## src/hw/fuc_map.vh

```
`ifndef FUC_MAP_VH
`define FUC_MAP_VH

// Register indexes on the plain port
`define FUC_ADDR_W      3
`define FUC_IDX_CTRL    3'h0
`define FUC_IDX_STAT    3'h1
`define FUC_IDX_TXDATA  3'h2
`define FUC_IDX_FIFOCTL 3'h3
`define FUC_IDX_LINE    3'h4

// Control register
`define FUC_CTRL_RESET  16'h0000
`define FUC_CTRL_MASK   16'h00fa
`define FUC_TIE_BIT     7
`define FUC_RIE_BIT     6
`define FUC_TE_BIT      5
`define FUC_RE_BIT      4
`define FUC_RX_FAULT_IRQ_EN_BIT    3
`define FUC_CKE_BIT     1

// Status register
`define FUC_ER_BIT      7
`define FUC_TX_FIFO_LOW_FLAG_BIT    5
`define FUC_BRK_BIT     4
`define FUC_RDF_BIT     1
`define FUC_DR_BIT      0
`define FUC_STAT_RESET  16'h0020

// Line status register
`define FUC_OVERRUN_FLAG_BIT    0

// FIFO control register
`define FUC_TRIG_LSB    0
`define FUC_TRIG_W      4
`define FUC_TXRST_BIT   4
`define FUC_CNT_LSB     8
`define FUC_TRIG_RESET  4'h0

// Transmit FIFO
`define FUC_FIFO_DEPTH  16
`define FUC_FIFO_AW     4

`endif

```

## src/hw/fuc_ctrl.v

```verilog
// Summary of operation
// - Control register resets to zero, kept otherwise
// - Reserved control bits read zero
// - Control register accessible at all times
// - Transmit-low request needs its enable bit
// - Transmit-low request drops on disable, or on clear while FIFO count is above trigger
// - Receive-full request on full or ready
// - Fault and break requests with receive interrupt enable or fault enable
// - Receive-full request drops on clear/disable
// - Fault/break requests drop on clear/disable
// - Transmit enable gates serial transmission
// - Receive enable gates start of reception
// - Receive disable leaves all flags alone
// - Fault enable works with receive enable off
// - Clock select picks internal or pin clock
// - Sixteen-byte transmit FIFO drops overflow writes
// - Flag clears by zero only after read-one

`include "fuc_map.vh"

`default_nettype none

module fuc_ctrl #(
   parameter DEPTH  = `FUC_FIFO_DEPTH,
   parameter AW     = `FUC_FIFO_AW
) (
   input  wire                   clk,
   input  wire                   rst,
   input  wire [`FUC_ADDR_W-1:0] regAddr,
   input  wire [15:0]            regWdata,
   input  wire                   regWr,
   input  wire                   regRd,
   output reg  [15:0]            regRdata_ff,
   input  wire                   txShiftReady,
   output reg                    txLoad_ff,
   output reg  [7:0]             txData_ff,
   input  wire                   rxStartSeen,
   output wire                   rxStart,
   input  wire                   rxFullSet,
   input  wire                   rxReadySet,
   input  wire                   rxFaultSet,
   input  wire                   lineBreakSet,
   input  wire                   overrunSet,
   input  wire                   baudTick,
   input  wire                   serialClockPin,
   output wire                   serialClkEn,
   output wire                   extClockSelect,
   output wire                   txFifoEmptyIrq,
   output wire                   rxFullIrq,
   output wire                   rxFaultIrq,
   output wire                   lineBreakIrq
);

   //-----------------------------------------
   // Register decode
   //-----------------------------------------
   wire wrCtrl  = regWr && (regAddr == `FUC_IDX_CTRL);
   wire wrStat  = regWr && (regAddr == `FUC_IDX_STAT);
   wire wrTx    = regWr && (regAddr == `FUC_IDX_TXDATA);
   wire wrFctl  = regWr && (regAddr == `FUC_IDX_FIFOCTL);
   wire wrLine  = regWr && (regAddr == `FUC_IDX_LINE);
   wire rdStat  = regRd && (regAddr == `FUC_IDX_STAT);
   wire rdLine  = regRd && (regAddr == `FUC_IDX_LINE);

   //-----------------------------------------
   // Control register
   //-----------------------------------------
   reg  [15:0] ctrl_ff;
   wire        txLowIrqEn = ctrl_ff[`FUC_TIE_BIT];
   wire        rxIrqEn    = ctrl_ff[`FUC_RIE_BIT];
   wire        txEnable   = ctrl_ff[`FUC_TE_BIT];
   wire        rxEnable   = ctrl_ff[`FUC_RE_BIT];
   wire        rxFaultEn  = ctrl_ff[`FUC_RX_FAULT_IRQ_EN_BIT];

   always @(posedge clk) begin
      if (rst) begin
         ctrl_ff <= `FUC_CTRL_RESET;
      end else if (wrCtrl) begin
         // Writable regardless of line activity
         ctrl_ff <= regWdata & `FUC_CTRL_MASK;
      end
   end

   //-----------------------------------------
   // FIFO control: trigger level, FIFO reset
   //-----------------------------------------
   reg  [`FUC_TRIG_W-1:0] trig_ff;
   wire                   txFifoReset;

   assign txFifoReset = wrFctl && regWdata[`FUC_TXRST_BIT];

   always @(posedge clk) begin
      if (rst) begin
         trig_ff <= `FUC_TRIG_RESET;
      end else if (wrFctl) begin
         trig_ff <= regWdata[`FUC_TRIG_LSB +: `FUC_TRIG_W];
      end
   end

   //-----------------------------------------
   // Transmit FIFO
   //-----------------------------------------
   reg  [7:0]  mem [0:DEPTH-1];
   reg  [AW-1:0] wrPtr_ff;
   reg  [AW-1:0] rdPtr_ff;
   reg  [AW:0]   count_ff;
   wire        full  = (count_ff == DEPTH[AW:0]);
   wire        empty = (count_ff == {(AW+1){1'b0}});
   wire        push  = wrTx && !full;
   // No new byte leaves without transmit enable
   wire        pop   = txShiftReady && txEnable && !empty;
   reg  [AW:0] nxt_count;

   always @* begin
      nxt_count = count_ff;
      if (push && !pop) begin
         nxt_count = count_ff + {{AW{1'b0}}, 1'b1};
      end else if (pop && !push) begin
         nxt_count = count_ff - {{AW{1'b0}}, 1'b1};
      end
   end

   always @(posedge clk) begin
      if (push) begin
         mem[wrPtr_ff] <= regWdata[7:0];
      end
   end

   always @(posedge clk) begin
      if (rst || txFifoReset) begin
         wrPtr_ff <= {AW{1'b0}};
         rdPtr_ff <= {AW{1'b0}};
         count_ff <= {(AW+1){1'b0}};
      end else begin
         if (push) begin
            wrPtr_ff <= wrPtr_ff + {{(AW-1){1'b0}}, 1'b1};
         end
         if (pop) begin
            rdPtr_ff <= rdPtr_ff + {{(AW-1){1'b0}}, 1'b1};
         end
         count_ff <= nxt_count;
      end
   end

   always @(posedge clk) begin
      if (rst) begin
         txLoad_ff <= 1'b0;
         txData_ff <= 8'h00;
      end else begin
         txLoad_ff <= pop;
         if (pop) begin
            txData_ff <= mem[rdPtr_ff];
         end
      end
   end

   //-----------------------------------------
   // Status flags
   //-----------------------------------------
   localparam [15:0] STAT_RST = `FUC_STAT_RESET;
   reg  tx_fifo_low_flag_ff;
   reg  er_ff;
   reg  brk_ff;
   reg  rdf_ff;
   reg  dr_ff;
   reg  overrun_flag_ff;
   // Read-as-one arms, one per clearable flag
   reg  tdfeArm_ff;
   reg  erArm_ff;
   reg  brkArm_ff;
   reg  rdfArm_ff;
   reg  drArm_ff;
   reg  orerArm_ff;

   wire trigAbove = (nxt_count > {1'b0, trig_ff});
   wire tdfeSet   = pop && !trigAbove;
   // Only a zero write after a one read clears
   wire tdfeClr = wrStat && !regWdata[`FUC_TX_FIFO_LOW_FLAG_BIT] && tdfeArm_ff
                  && trigAbove;
   wire erClr   = wrStat && !regWdata[`FUC_ER_BIT] && erArm_ff;
   wire brkClr  = wrStat && !regWdata[`FUC_BRK_BIT] && brkArm_ff;
   wire rdfClr  = wrStat && !regWdata[`FUC_RDF_BIT] && rdfArm_ff;
   wire drClr   = wrStat && !regWdata[`FUC_DR_BIT] && drArm_ff;
   wire orerClr = wrLine && !regWdata[`FUC_OVERRUN_FLAG_BIT] && orerArm_ff;

   // Receive enable takes no part in flag updates
   always @(posedge clk) begin
      if (rst) begin
         tx_fifo_low_flag_ff <= STAT_RST[`FUC_TX_FIFO_LOW_FLAG_BIT];
         er_ff   <= 1'b0;
         brk_ff  <= 1'b0;
         rdf_ff  <= 1'b0;
         dr_ff   <= 1'b0;
         overrun_flag_ff <= 1'b0;
      end else begin
         // Set wins over clear
         tx_fifo_low_flag_ff <= tdfeSet | (tx_fifo_low_flag_ff & ~tdfeClr);
         er_ff   <= rxFaultSet | (er_ff & ~erClr);
         brk_ff  <= lineBreakSet | (brk_ff & ~brkClr);
         rdf_ff  <= rxFullSet | (rdf_ff & ~rdfClr);
         dr_ff   <= rxReadySet | (dr_ff & ~drClr);
         overrun_flag_ff <= overrunSet | (overrun_flag_ff & ~orerClr);
      end
   end

   always @(posedge clk) begin
      if (rst) begin
         tdfeArm_ff <= 1'b0;
         erArm_ff   <= 1'b0;
         brkArm_ff  <= 1'b0;
         rdfArm_ff  <= 1'b0;
         drArm_ff   <= 1'b0;
         orerArm_ff <= 1'b0;
      end else begin
         if (rdStat) begin
            tdfeArm_ff <= tx_fifo_low_flag_ff;
            erArm_ff   <= er_ff;
            brkArm_ff  <= brk_ff;
            rdfArm_ff  <= rdf_ff;
            drArm_ff   <= dr_ff;
         end else if (wrStat) begin
            tdfeArm_ff <= 1'b0;
            erArm_ff   <= 1'b0;
            brkArm_ff  <= 1'b0;
            rdfArm_ff  <= 1'b0;
            drArm_ff   <= 1'b0;
         end
         if (rdLine) begin
            orerArm_ff <= overrun_flag_ff;
         end else if (wrLine) begin
            orerArm_ff <= 1'b0;
         end
      end
   end

   //-----------------------------------------
   // Interrupt requests
   //-----------------------------------------
   wire faultGate = rxIrqEn | rxFaultEn;

   assign txFifoEmptyIrq = txLowIrqEn & tx_fifo_low_flag_ff;
   assign rxFullIrq      = rxIrqEn & (rdf_ff | dr_ff);
   assign rxFaultIrq     = faultGate & er_ff;
   assign lineBreakIrq   = faultGate & (brk_ff | overrun_flag_ff);

   //-----------------------------------------
   // Receive start and serial clock
   //-----------------------------------------
   reg pinLast_ff;

   assign rxStart        = rxEnable & rxStartSeen;
   assign extClockSelect = ctrl_ff[`FUC_CKE_BIT];

   always @(posedge clk) begin
      if (rst) begin
         pinLast_ff <= 1'b0;
      end else begin
         pinLast_ff <= serialClockPin;
      end
   end

   // Pin rising edge or internal tick
   assign serialClkEn = extClockSelect ? (serialClockPin & ~pinLast_ff)
                                       : baudTick;

   //-----------------------------------------
   // Read data
   //-----------------------------------------
   reg [15:0] nxt_rdata;

   always @* begin
      nxt_rdata = 16'h0000;
      case (regAddr)
         `FUC_IDX_CTRL:    nxt_rdata = ctrl_ff;
         `FUC_IDX_STAT: begin
            nxt_rdata[`FUC_ER_BIT]   = er_ff;
            nxt_rdata[`FUC_TX_FIFO_LOW_FLAG_BIT] = tx_fifo_low_flag_ff;
            nxt_rdata[`FUC_BRK_BIT]  = brk_ff;
            nxt_rdata[`FUC_RDF_BIT]  = rdf_ff;
            nxt_rdata[`FUC_DR_BIT]   = dr_ff;
         end
         `FUC_IDX_FIFOCTL: begin
            nxt_rdata[`FUC_TRIG_LSB +: `FUC_TRIG_W] = trig_ff;
            nxt_rdata[`FUC_CNT_LSB +: AW+1]         = count_ff;
         end
         `FUC_IDX_LINE:    nxt_rdata[`FUC_OVERRUN_FLAG_BIT] = overrun_flag_ff;
         default:          nxt_rdata = 16'h0000;
      endcase
   end

   always @(posedge clk) begin
      if (rst) begin
         regRdata_ff <= 16'h0000;
      end else if (regRd) begin
         regRdata_ff <= nxt_rdata;
      end else begin
         regRdata_ff <= 16'h0000;
      end
   end

endmodule

`default_nettype wire

```

## config.mk

```make
export PLATFORM = sky130hd
export DESIGN_NAME = fuc_ctrl
export DESIGN_NICKNAME = d
export VERILOG_FILES = /design/src/hw/fuc_ctrl.v
export VERILOG_INCLUDE_DIRS = /design/src /design/src/hw
export SDC_FILE = /design/constraint.sdc
export NUM_CORES = 1
export LEC_CHECK = 0
export ABC_AREA = 1
export BUFFER_PORTS_ARGS = -buffer_cell sky130_fd_sc_hd__buf_2
export CAP_MARGIN = 15
export CORE_UTILIZATION = 23
export CTS_CLUSTER_SIZE = 20
export DETAILED_ROUTE_END_ITERATION = 16
export PLACE_DENSITY = 0.43
export SYNTH_ARGS = -nofsm -noshare
export SYNTH_HDL_FRONTEND = slang
export SYNTH_SLANG_ARGS = --single-unit
```

## constraint.sdc

```tcl
create_clock -name clk -period 3.6 [get_ports clk]
set_input_delay 0.18 -clock clk [delete_from_list [all_inputs] [get_ports clk]]
set_output_delay 0.18 -clock clk [all_outputs]
set_load 0.02 [all_outputs]
```

# [After elaboration in Yosys (flattened, before gate mapping)]
# Memory sizes are Yosys's and may differ from the RTL's. A register that Yosys moved wholly into a read port is not among the register bits.
# Cells that the tools add are included.
[word_totals] memories=1 elab_cells=127 ramBits=128 out_inout_bits=32 input_bits=32 ff_bits=50
[memory_table] memory="mem" depth=16 width=8 rd=1 rd_clocked_by_memory_dff=1 write_ports=1 line_no="fuc_ctrl.v:103" rtl="reg [7:0] mem [0:DEPTH-1];"
[op_classes] reduce_logical=45 n_eq_ne=5 n_bitwise=31 order_cmp=1 n_addsub=4 n_mux=18
[ops] op="$logic_and 1x1->1" n=27
[ops] op="$and 1x1->1" n=12
[ops] op="$mux 1" n=11
[ops] op="$logic_not 1->1" n=10
[ops] op="$mux 5" n=2
[ops] op="$not 1->1" n=10
[ops] op="$or 1x1->1" n=9
[ops] op="$add 4x1->4 const B" n=2
[ops] op="$pmux 2 s2" n=2
[ops] op="$eq 3x2->1 const B" n=2
[ops] op="$pmux 1 s3" n=2
[ops] op="$reduce_or 3->1" n=2
[ops] op="$add 5x1->5 const B" n=1
[ops] op="$eq 5x5->1 const B" n=1
[ops] op="$gt 5x4->1" n=1
[ops] op="$logic_not 5->1" n=1
[ops] op="$sub 5x1->5 const B" n=1
[ops] op="$reduce_bool 2->1" n=2
[ops] op="$eq 3x1->1 const B" n=1
[ops] op="$eq 3x3->1 const B" n=1
[ops] op="$logic_not 3->1" n=1
[ops] op="$pmux 1 s2" n=1
[ops] op="$reduce_or 2->1" n=1
[ops] op="$logic_or 1x1->1" n=1

# [Logic depth before layout (Yosys ltp)]
# Gate-level depths: netlist of run 1.
[logic_depth] depth_word=12 ltp_mapped=20 ltp_nobuf=20

# [Worst setup path after synthesis of run 1]
# Ideal clock, no wire load.
[synth_path] path_type="register to register" from="reg count_ff[0]" to="reg tx_fifo_low_flag_ff" setup_slack_ps=1446 synth_period_minus_slack_ps=2154 t_arrival_ps=2042 path_stages_with_launch=20 setup_ps=112 path_buffers=0 t_required_ps=3488 cell_sequence="dfxtp_1 -> inv_1 -> ha_1 -> nand3_2 -> nand2_4 -> nand3_2 -> inv_1 -> nand2_1 -> nand2_1 -> nand2_1 -> nand2_1 -> inv_1 -> ha_1 -> nand2_1 -> o21ai_0 -> o21ai_0 -> nand3_1 -> nand2_1 -> inv_1 -> nand2_1"
[synth_via] elab_chain_cells=12 word_cells_on_any_way=21 cone_classes="2 x add/sub; 1 x order compare; 1 x eq/ne; 2 x mux; 3 x bitwise; 12 x reduce/logical"
[synth_rtl] item="start: declaration" line_no="fuc_ctrl.v:106" rtl="reg [AW:0] count_ff;"
[synth_rtl] item="start signal: assignment" line_no="fuc_ctrl.v:133" rtl="count_ff <= {(AW+1){1'b0}};"
[synth_rtl] item="start signal: assignment" line_no="fuc_ctrl.v:141" rtl="count_ff <= nxt_count;"
[synth_rtl] item="parallel branches: the longest is 6 deep, another holds $sub 5x1->5"
[synth_rtl] item="$mux 5 (*)" line_no="fuc_ctrl.v:116" rtl="if (push && !pop) begin"
[synth_rtl] item="net nxt_count[2]" line_no="fuc_ctrl.v:112" rtl="reg [AW:0] nxt_count;"
[synth_rtl] item="$gt 5x4->1 (*)" line_no="fuc_ctrl.v:175" rtl="wire trigAbove = (nxt_count > {1'b0, trig_ff});"
[synth_rtl] item="$logic_and 1x1->1" line_no="fuc_ctrl.v:178" rtl="wire tdfeClr = wrStat && !regWdata[`FUC_TX_FIFO_LOW_FLAG_BIT] && tdfeArm_ff"
[synth_rtl] item="$not 1->1" line_no="fuc_ctrl.v:197" rtl="tx_fifo_low_flag_ff <= tdfeSet | (tx_fifo_low_flag_ff & ~tdfeClr);"
[synth_rtl] item="$and 1x1->1" line_no="fuc_ctrl.v:197"
[synth_rtl] item="$or 1x1->1 (*)" line_no="fuc_ctrl.v:197"
[synth_rtl] item="end signal: assignment" line_no="fuc_ctrl.v:189" rtl="tx_fifo_low_flag_ff <= STAT_RST[`FUC_TX_FIFO_LOW_FLAG_BIT];"
[synth_rtl] item="end signal: assignment" line_no="fuc_ctrl.v:197"
[synth_rtl] item="end: declaration" line_no="fuc_ctrl.v:161" rtl="reg tx_fifo_low_flag_ff;"
# Mark *: on every way through the listed nets, which the timed path passes.
# A chain may end at the register's enable or synchronous reset.

# [Worst setup path after layout of run 1]
# Ends and elaborated chain as after synthesis.

==> impl_metrics.sql, run 1 <==
INSERT INTO impl_metrics (metric_group, metric, value, unit) VALUES
('status', 'result_of_the_run', 'finished, final reports clean', ''),
('critical_path', 'worst_path_largest_cell_delay', '0.36', 'ns'),
('cts', 'clkSlewWorstSetupHoldPaths', '0.07', 'ns'),
('place', 'portBuffers', '52', ''),
('pwr', 'p_leak', '3.32', 'nW'),
('cts', 'cts_max_level', '4', ''),
('cts', 'insertion_delay', '0.43', 'ns'),
('critical_path', 'critPathRequiredTime', '3.93', 'ns'),
('logic_synthesis', 'synthCells', '746', ''),
('die', 'horizontal_extent_of_the_die', '185', 'µm'),
('sta', 'setup_violations', '0', ''),
('place', 'dp_cells', '1212', ''),
('logic_synthesis', 'yosys_most_used_dff', 'sky130_fd_sc_hd__edfxtp_1', ''),
('die', 'die_h', '185', 'µm'),
('cts', 'cts_root_buf', 'sky130_fd_sc_hd__clkbuf_16', ''),
('die', 'core-area', '0.0327', 'mm²'),
('logic_synthesis', 'synthesis.area', '0.00767', 'mm²'),
('global_routing', 'maximum_number_of_pins_on_one_net_before_global_route_repair', '68', ''),
('die', 'row_count', '66', ''),
('sta', 'timing.clock.skew', '0.00996', 'ns'),
('pwr', 'p_sw', '0.000990', 'W'),
('pwr', 'power.density_cell_area', '481', 'mW/mm²'),
('cells_and_area', 'final.fill_count', '3507', ''),
('cts', 'cts_setup_buffers', '0', ''),
('pwr', 'p_comb_share', '5.2', '%'),
('cells_and_area', 'stdcell_count', '1251', ''),
('run', 'max_cap_viol_count', '0', ''),
('pwr', 'p_seq_share', '53.6', '%'),
('critical_path', 'slowest_stage', 'sky130_fd_sc_hd__dfxtp_1', ''),
('logic_synthesis', 'yosys.cell_types.count', '35', ''),
('sta', 'finalCriticalPeriod', '2.70', 'ns'),
('cells_and_area', 'final_cell_mix', 'sky130_fd_sc_hd__nor2_1, sky130_fd_sc_hd__edfxtp_1, sky130_fd_sc_hd__o21ai_0', ''),
('critical_path', 'cp.arrival', '3.03', 'ns'),
('sta', 'tightest_slew_margin_relative_to_the_limit', '39.8', '%'),
('sta', 'max_clock_freq', '370', 'MHz'),
('logic_synthesis', 'synth-edff-count', '128', ''),
('critical_path', 'worstPathMaxFanout', '20', ''),
('pwr', 'worst_ir_drop_vdd', '0.272', 'mV'),
('cells_and_area', 'final_common_cell', 'sky130_fd_sc_hd__nor2_1', ''),
('die', 'floorplan.io_pins', '64', ''),
('pwr', 'netSwitchingFraction', '23.0', '%'),
('drt', 'route.vias.total', '5207', ''),
('min_path', 'hold_path.class', 'in2reg', ''),
('die', 'die_area', '0.0341', 'mm²'),
('global_routing', 'antenna_violations_before_repair', '0', ''),
('drt', 'final_antenna_net_count', '0', ''),
('cts', 'cts_tree', 'yes', ''),
('logic_synthesis', 'synth-async-reset-ratio', '0', '%'),
('sta', 'setup_total_negative_slack', '0', 'ns'),
('global_routing', 'first_global_vias', '5207', ''),
('cells_and_area', 'layout.core_utilization', '27.4', '%'),
('place', 'place.detailed.hpwl', '12800', 'µm'),
('sta', 'max_slew_violation_count', '0', ''),
('global_routing', 'grt.overflow.total', '0', ''),
('logic_synthesis', 'sequential_to_total_area_share_from_yosys_stat', '65.2', '%'),
('cts', 'clockBufferDepth', '2', ''),
('cells_and_area', 'antenna_cells', '0', ''),
('pwr', 'internal_power_component', '0.00332', 'W'),
('drt', 'drt_drc_violations_left', '0', ''),
('drt', 'firstDrtPassIters', '4', ''),
('cells_and_area', 'syn2layout_area_growth', '16.9', '%'),
('logic_synthesis', 'postSynthRegisterBits', '186', ''),
('global_routing', 'grt_first_pass_wirelength', '31200', 'µm'),
('pwr', 'share_clk_of_total_power', '41.2', '%'),
('sta', 'worstMarginPinSlew', '0.899', 'ns'),
('cts', 'clock-sinks', '186', ''),
('logic_synthesis', 'synth-warning-count', '0', ''),
('sta', 'hold_violations', '0', ''),
('sta', 'grt_setup_unrepaired', 'no', ''),
('drt', 'routedWlPerCell', '16.0', 'µm'),
('cells_and_area', 'design.final.nets', '839', '');
logic make-up after synthesis:
| family | Yosys count | synth area share [%] |
|---|---|---|
| AO/OA/AOI/OAI | 146 | 10.6 |
| adder cells (fa/ha/maj) | 11 | 1.79 |
| flip-flops | 186 | 65.2 |
| buffers and inverters | 91 | 5.35 |
| XOR/XNOR | 4 | 0.457 |
| other | 1 | 0.0489 |
| AND/OR/NAND/NOR | 307 | 16.5 |
worst max-delay path, delay by kind of cell (launching register included):
| family | cells | cell delay (ns) |
|---|---|---|
| buffers and inverters | 5 | 0.58 |
| DFF | 1 | 0.36 |
| adders and majority gates | 2 | 0.53 |
| AOI/OAI and AO/OA | 2 | 0.28 |
| and+or+nand+nor | 11 | 0.84 |
final timing paths:
check / depth (start not counted) / slack [ns] / endpoint / startpoint
worst max-delay path: 20 / 0.90 / tx_fifo_low_flag_ff / count_ff[0]
worst min-delay path: 4 / 0.1 / orerArm_ff / regRd
worst max register to register: 20 / 0.90 / tx_fifo_low_flag_ff / count_ff[0]
worst min register to register: 2 / 0.46 / tdfeArm_ff / tdfeArm_ff
timing repair:
item,4_1_cts,5_1_grt
hold buffers,6,0
gates resized for setup,0,0
endpoints found under the hold margin,6,0
power groups by stage:
stage          Sequential [W]  Combinational, W  Clock [W]
5_1_grt               0.00231          0.000254    0.00190
3_5_place_dp          0.00236          0.000223          0
2_1_floorplan         0.00236          0.000136          0
4_1_cts               0.00231          0.000228    0.00182
3_3_place_gp          0.00236          0.000223          0
6_report              0.00231          0.000225    0.00178
state kept, by name (all words and copies together), names as in the netlist:
register and cells:
tdfeArm_ff 1, er_ff 1, brk_ff 1, rdPtr_ff 4, orerArm_ff 1, mem 128, trig_ff 4, drArm_ff 1
count_ff 5, rdfArm_ff 1, rdf_ff 1, tx_fifo_low_flag_ff 1, pinLast_ff 1, txLoad_ff 1, txData_ff 8, brkArm_ff 1
overrun_flag_ff 1, wrPtr_ff 4, erArm_ff 1, regRdata_ff 13, dr_ff 1, ctrl_ff 6
cells in the mapped netlist, drive strengths merged, types with 2 or more instances:
library cell  instances  area (µm²)
a211oi                2        15.0
a21oi                25         125
a221oi                2        17.5
a32o                  2        20.0
buf                  26         166
clkbuf                9        33.8
dfxtp                58        1160
edfxtp              128        3840
ha                   11         138
inv                  55         206
nand2                74         293
nand3                52         270
nand4                 2        12.5
nor2                177         677
o211ai               20         150
o21a                  2        15.0
o21ai                89         445
o31ai                 2        15.0
xor2                  4        35.0
routing by layer:
layer  wire length [µm]  global-route usage, %  share of wire (%)
met5                  0                      0                  0
met4                151                   2.68               0.75
met3                708                   2.37                3.5
met2               9280                   19.8                 46
met1               9910                   17.3                 49
through the flow:
stage          cell area [µm²]  setup WS (ns)  hold slack [ns]
6_report                  8970          0.900           0.0978
5_1_grt                   8970          0.610            0.144
4_1_cts                   8940          0.893           0.0721
3_5_place_dp              8330          0.907            0.400
3_3_place_gp              8330          0.921            0.399
2_1_floorplan             7680           1.45            0.279
final cells by class:
| class | instances | area, µm² | area share, % |
|---|---|---|---|
| clock buffer | 18 | 429 | 4.78 |
| tap | 442 | 553 | 6.16 |
| multi-input combinational | 471 | 2260 | 25.2 |
| inverter | 56 | 210 | 2.34 |
| timing repair buffer | 64 | 385 | 4.30 |
| sequential | 186 | 5010 | 55.8 |
| clock inverter | 14 | 123 | 1.37 |
No activity file was read; power rests on OpenSTA's default activity.
==> inputs of run 2 (changes only) <==
--- a/config.mk
+++ b/config.mk
@@ -6,13 +6,13 @@
 export SDC_FILE = /design/constraint.sdc
 export NUM_CORES = 1
 export LEC_CHECK = 0
-export ABC_AREA = 1
+export ABC_AREA = 0
 export BUFFER_PORTS_ARGS = -buffer_cell sky130_fd_sc_hd__buf_2
 export CAP_MARGIN = 15
 export CORE_UTILIZATION = 23
 export CTS_CLUSTER_SIZE = 20
 export DETAILED_ROUTE_END_ITERATION = 16
-export PLACE_DENSITY = 0.43
+export PLACE_DENSITY = 0.44
 export SYNTH_ARGS = -nofsm -noshare
 export SYNTH_HDL_FRONTEND = slang
 export SYNTH_SLANG_ARGS = --single-unit
==> constraint.sdc (replaced) <==
create_clock -name clk -period 2.3 [get_ports clk]
set_input_delay 0.115 -clock clk [delete_from_list [all_inputs] [get_ports clk]]
set_output_delay 0.115 -clock clk [all_outputs]
set_load 0.02 [all_outputs]
==> run 2 against run 1 <==
Compared with the run above: synthesized area decreased by 3.1%; the run now ends with setup timing left; via count down 17%; routed wire length is 14% lower; worst hold slack better by 0.0089 ns; first-iteration DRC count down 25%; total power up 61%; die area is 3.1% lower; final area grew 2.1%; non-clock buffer count is 38 higher; flip-flop and latch count unchanged.
==> impl_metrics.sql, run 2 <==
INSERT INTO impl_metrics (metric_group, metric, value, unit) VALUES
('status', 'result_of_the_run', 'finished, violations left', ''),
('status', 'failed_checks', 'setup timing', ''),
('die', 'core-area', '0.0317', 'mm²'),
('cells_and_area', 'multi_input_comb_area', '0.00231', 'mm²'),
('cells_and_area', 'combined_flip_flop_and_latch_cell_area', '0.00501', 'mm²'),
('sta', 'hold_violations', '0', ''),
('logic_synthesis', 'synth_top_cells_by_area', 'sky130_fd_sc_hd__edfxtp_1, sky130_fd_sc_hd__dfxtp_1, sky130_fd_sc_hd__mux4_2', ''),
('logic_synthesis', 'postSynthRegisterBits', '186', ''),
('logic_synthesis', 'largest_family_of_logic_cells_by_synthesized_area', 'multiplexers', ''),
('sta', 'timing.final.ws_setup', '-0.229', 'ns'),
('cts', 'clockBufferDepth', '2', ''),
('cts', 'cts_setup_buffers', '0', ''),
('critical_path', 'cp.arrival', '2.90', 'ns'),
('cells_and_area', 'stdcell_count', '983', ''),
('sta', 'setup_violations', '1', ''),
('place', 'routabilityCongestion', '0.793', ''),
('cts', 'cts_max_level', '4', ''),
('cells_and_area', 'final_common_cell', 'sky130_fd_sc_hd__edfxtp_1', ''),
('cells_and_area', 'design.final.nets', '611', ''),
('critical_path', 'critical_path_class', 'reg2reg', ''),
('global_routing', 'first_global_vias', '4532', ''),
('sta', 'finalCriticalPeriod', '2.53', 'ns'),
('logic_synthesis', 'syn_area_per_cell', '15.8', 'µm²'),
('logic_synthesis', 'synth_common_cells', 'sky130_fd_sc_hd__edfxtp_1, sky130_fd_sc_hd__dfxtp_1, sky130_fd_sc_hd__nor2_1', ''),
('cells_and_area', 'registers.top_by_ff_count', 'mem', ''),
('drt', 'route.vias.total', '4314', ''),
('logic_synthesis', 'synthCells', '470', ''),
('sta', 'max_clock_freq', '395', 'MHz'),
('die', 'die_area', '0.0330', 'mm²'),
('sta', 'worstMarginPinSlew', '1.13', 'ns'),
('pwr', 'total_power', '0.00695', 'W'),
('logic_synthesis', 'synth_adder_area_share', '1.85', '%'),
('die', 'floorplan.io_pins', '64', ''),
('sta', 'whs', '0.107', 'ns'),
('logic_synthesis', 'synth-warning-count', '0', ''),
('sta', 'grt_setup_unrepaired', 'yes', ''),
('drt', 'drt-vias-per-instance', '4.39', ''),
('cells_and_area', 'final.fill_count', '3198', ''),
('critical_path', 'timing.rr.end', 'tx_fifo_low_flag_ff', ''),
('drt', 'drt_iter0_markers', '258', ''),
('min_path', 'worstHoldPathCells', '4', ''),
('logic_synthesis', 'yosys_most_used_dff', 'sky130_fd_sc_hd__edfxtp_1', ''),
('die', 'initial_utilization', '23.4', '%'),
('critical_path', 'worstReg2RegStart', 'count_ff[1]', ''),
('cells_and_area', 'antenna_cells', '0', ''),
('place', 'dp_cells', '940', ''),
('cells_and_area', 'largest_reg_flops', '128', ''),
('logic_synthesis', 'synth-simple-area-share', '9.02', '%'),
('global_routing', 'maximum_number_of_pins_on_one_net_before_global_route_repair', '33', ''),
('min_path', 'timing.hold.worst.start', 'regAddr[2]', ''),
('cts', 'clock-sinks', '186', ''),
('cts', 'number_of_buffers_inserted_during_clock_tree_synthesis', '17', ''),
('cts', 'insertion_delay', '0.44', 'ns'),
('critical_path', 'r2r_slack', '-0.23', 'ns'),
('drt', 'routedWlPerCell', '17.5', 'µm'),
('logic_synthesis', 'synthesis.area', '0.00743', 'mm²'),
('logic_synthesis', 'synth-async-reset-ratio', '0', '%'),
('critical_path', 'worstPathMaxFanout', '5', ''),
('logic_synthesis', 'synth.top_cell.area_share', '51.7', '%'),
('pwr', 'power.density_cell_area', '759', 'mW/mm²'),
('min_path', 'hold_path.class', 'in2reg', ''),
('global_routing', 'antenna_violations_before_repair', '0', ''),
('cts', 'clkSlewWorstSetupHoldPaths', '0.07', 'ns'),
('logic_synthesis', 'sequential_to_total_area_share_from_yosys_stat', '67.3', '%'),
('die', 'horizontal_extent_of_the_die', '182', 'µm'),
('logic_synthesis', 'yosys.cell_types.count', '55', ''),
('pwr', 'p_leak', '3.13', 'nW'),
('cells_and_area', 'syn2layout_area_growth', '23.2', '%'),
('logic_synthesis', 'synth-edff-count', '128', ''),
('sta', 'timing.clock.skew', '0.0139', 'ns'),
('logic_synthesis', 'synth_most_common_cell', 'sky130_fd_sc_hd__edfxtp_1', ''),
('place', 'portBuffers', '52', ''),
('drt', 'firstDrtPassIters', '5', ''),
('global_routing', 'grt_first_pass_wirelength', '26400', 'µm'),
('cells_and_area', 'final_layout_size_suffix_gt1_share', '30.1', '%'),
('pwr', 'worst_ir_drop_vdd', '0.507', 'mV'),
('logic_synthesis', 'synthMuxAreaShare', '13.6', '%'),
('drt', 'wl_final', '17200', 'µm'),
('sta', 'max_slew_violation_count', '0', ''),
('logic_synthesis', 'synthDominantAreaCellType', 'sky130_fd_sc_hd__edfxtp_1', ''),
('run', 'max_cap_viol_count', '0', ''),
('cts', 'cts_tree', 'yes', ''),
('drt', 'final_antenna_net_count', '0', ''),
('drt', 'drt_drc_violations_left', '0', ''),
('sta', 'setup_total_negative_slack', '-0.229', 'ns'),
('min_path', 'hold_end', 'regRdata_ff[0]', ''),
('place', 'place.detailed.hpwl', '11400', 'µm'),
('sta', 'period_share', '110', '%'),
('critical_path', 'timing.critical_path.from_type', 'flip-flop', ''),
('global_routing', 'global_route.usage.total', '11.0', '%'),
('global_routing', 'grt.overflow.total', '0', ''),
('place', 'post-place-ws', '-0.296', 'ns'),
('critical_path', 'timing.reg2reg.worst_path_depth', '12', ''),
('cts', 'cts_root_buf', 'sky130_fd_sc_hd__clkbuf_16', ''),
('logic_synthesis', 'synth_compound_gate_area_share', '4.76', '%'),
('sta', 'tightest_slew_margin_relative_to_the_limit', '23.9', '%'),
('critical_path', 'end_kind', 'flip-flop', ''),
('die', 'die_h', '182', 'µm'),
('cells_and_area', 'leading_registers_by_flop_count', 'mem x128, regRdata_ff x13, txData_ff x8', ''),
('critical_path', 'critPathRequiredTime', '2.68', 'ns'),
('logic_synthesis', 'yosys.area_share.xor_xnor', '1.06', '%'),
('die', 'row_count', '65', ''),
('cells_and_area', 'final_cell_mix', 'sky130_fd_sc_hd__edfxtp_1, sky130_fd_sc_hd__dfxtp_1, sky130_fd_sc_hd__buf_2', '');
[run 2: cell count changes in the layout (fill, tap and decap cells not counted), sizes merged, moves of 16 or more]
cell,delta
buf,+33
mux2i,+28
nand3,-50
nor2,-132
o211ai,-18
o21ai,-85
nand2,-59
mux4,+32
a21oi,-16
inv,-41
[run 2: worst max-delay path by stage]
stage                      from                  end  slack, ns  depth (start not counted)
finish              count_ff[1]  tx_fifo_low_flag_ff      -0.23                         12
global route        count_ff[1]  tx_fifo_low_flag_ff      -0.49                         12
CTS                 count_ff[1]  tx_fifo_low_flag_ff      -0.25                         12
detailed placement  count_ff[1]  tx_fifo_low_flag_ff      -0.30                         11
global placement    count_ff[1]  tx_fifo_low_flag_ff      -0.18                         12
floorplan           count_ff[1]  tx_fifo_low_flag_ff      -0.12                         12
[run 2: cell families (layout without fill, tap and decap cells)]
kind of cell	Yosys count	in the layout
buf+inv	36	145
fa+ha+maj	11	11
simple gates	120	120
other cells	1	3
xor+xnor	9	9
compound gates	46	46
mux	61	61
flops	186	186
[run 2: layout make-up]
| type | instances | area share [%] |
|---|---|---|
| Inverter | 11 | 0.451 |
| Clock inverter | 15 | 1.99 |
| Multi-Input combinational cell | 250 | 25.2 |
| Sequential cell | 186 | 54.7 |
| Tap cell | 402 | 5.49 |
| Timing Repair Buffer | 102 | 7.51 |
| Clock buffer | 17 | 4.64 |
[run 2: power breakdown]
group | leakage [nW] | switching [W] | internal, W
Sequential | 1.62 | 0.0000185 | 0.00359
Clock | 0.288 | 0.00137 | 0.00165
Combinational | 1.22 | 0.000189 | 0.000142
Total | 3.13 | 0.00157 | 0.00538
[run 2: worst max-delay path, stage by stage, from the launching register on]
cell                       delay [ns]
sky130_fd_sc_hd__dfxtp_2         0.33
sky130_fd_sc_hd__inv_2           0.07
sky130_fd_sc_hd__ha_4            0.16
sky130_fd_sc_hd__nor4b_4         0.32
sky130_fd_sc_hd__o211ai_2        0.19
sky130_fd_sc_hd__a211oi_2        0.26
sky130_fd_sc_hd__nor2_1          0.09
sky130_fd_sc_hd__ha_1            0.29
sky130_fd_sc_hd__nor2b_1         0.13
sky130_fd_sc_hd__o211ai_1        0.18
sky130_fd_sc_hd__a21oi_2         0.09
sky130_fd_sc_hd__nor4b_2         0.22
sky130_fd_sc_hd__o31a_1          0.14
[run 2: stage by stage]
step / area, µm² / utilization, %
6_report: 9160 / 28.9
5_1_grt: 9160 / 28.9
4_1_cts: 9160 / 28.9
3_5_place_dp: 8420 / 26.6
3_3_place_gp: 8420 / 26.6
2_1_floorplan: 7470 / -
[run 2: timing repair]
| action | 4_1_cts | 5_1_grt |
|---|---|---|
| hold buffers | 11 | 0 |
| endpoints found under the hold margin | 11 | 0 |
| setup endpoints to repair | 1 | 1 |
| pin swaps | 5 | 1 |
| resized for setup | 3 | 0 |
[run 2: layer usage]
| metal | global-route usage [%] | share of wire (%) |
|---|---|---|
| met3 | 2.77 | 3.4 |
| met2 | 18.2 | 49 |
| met4 | 2.75 | 0.65 |
| met5 | 0 | 0 |
| met1 | 14.2 | 47 |
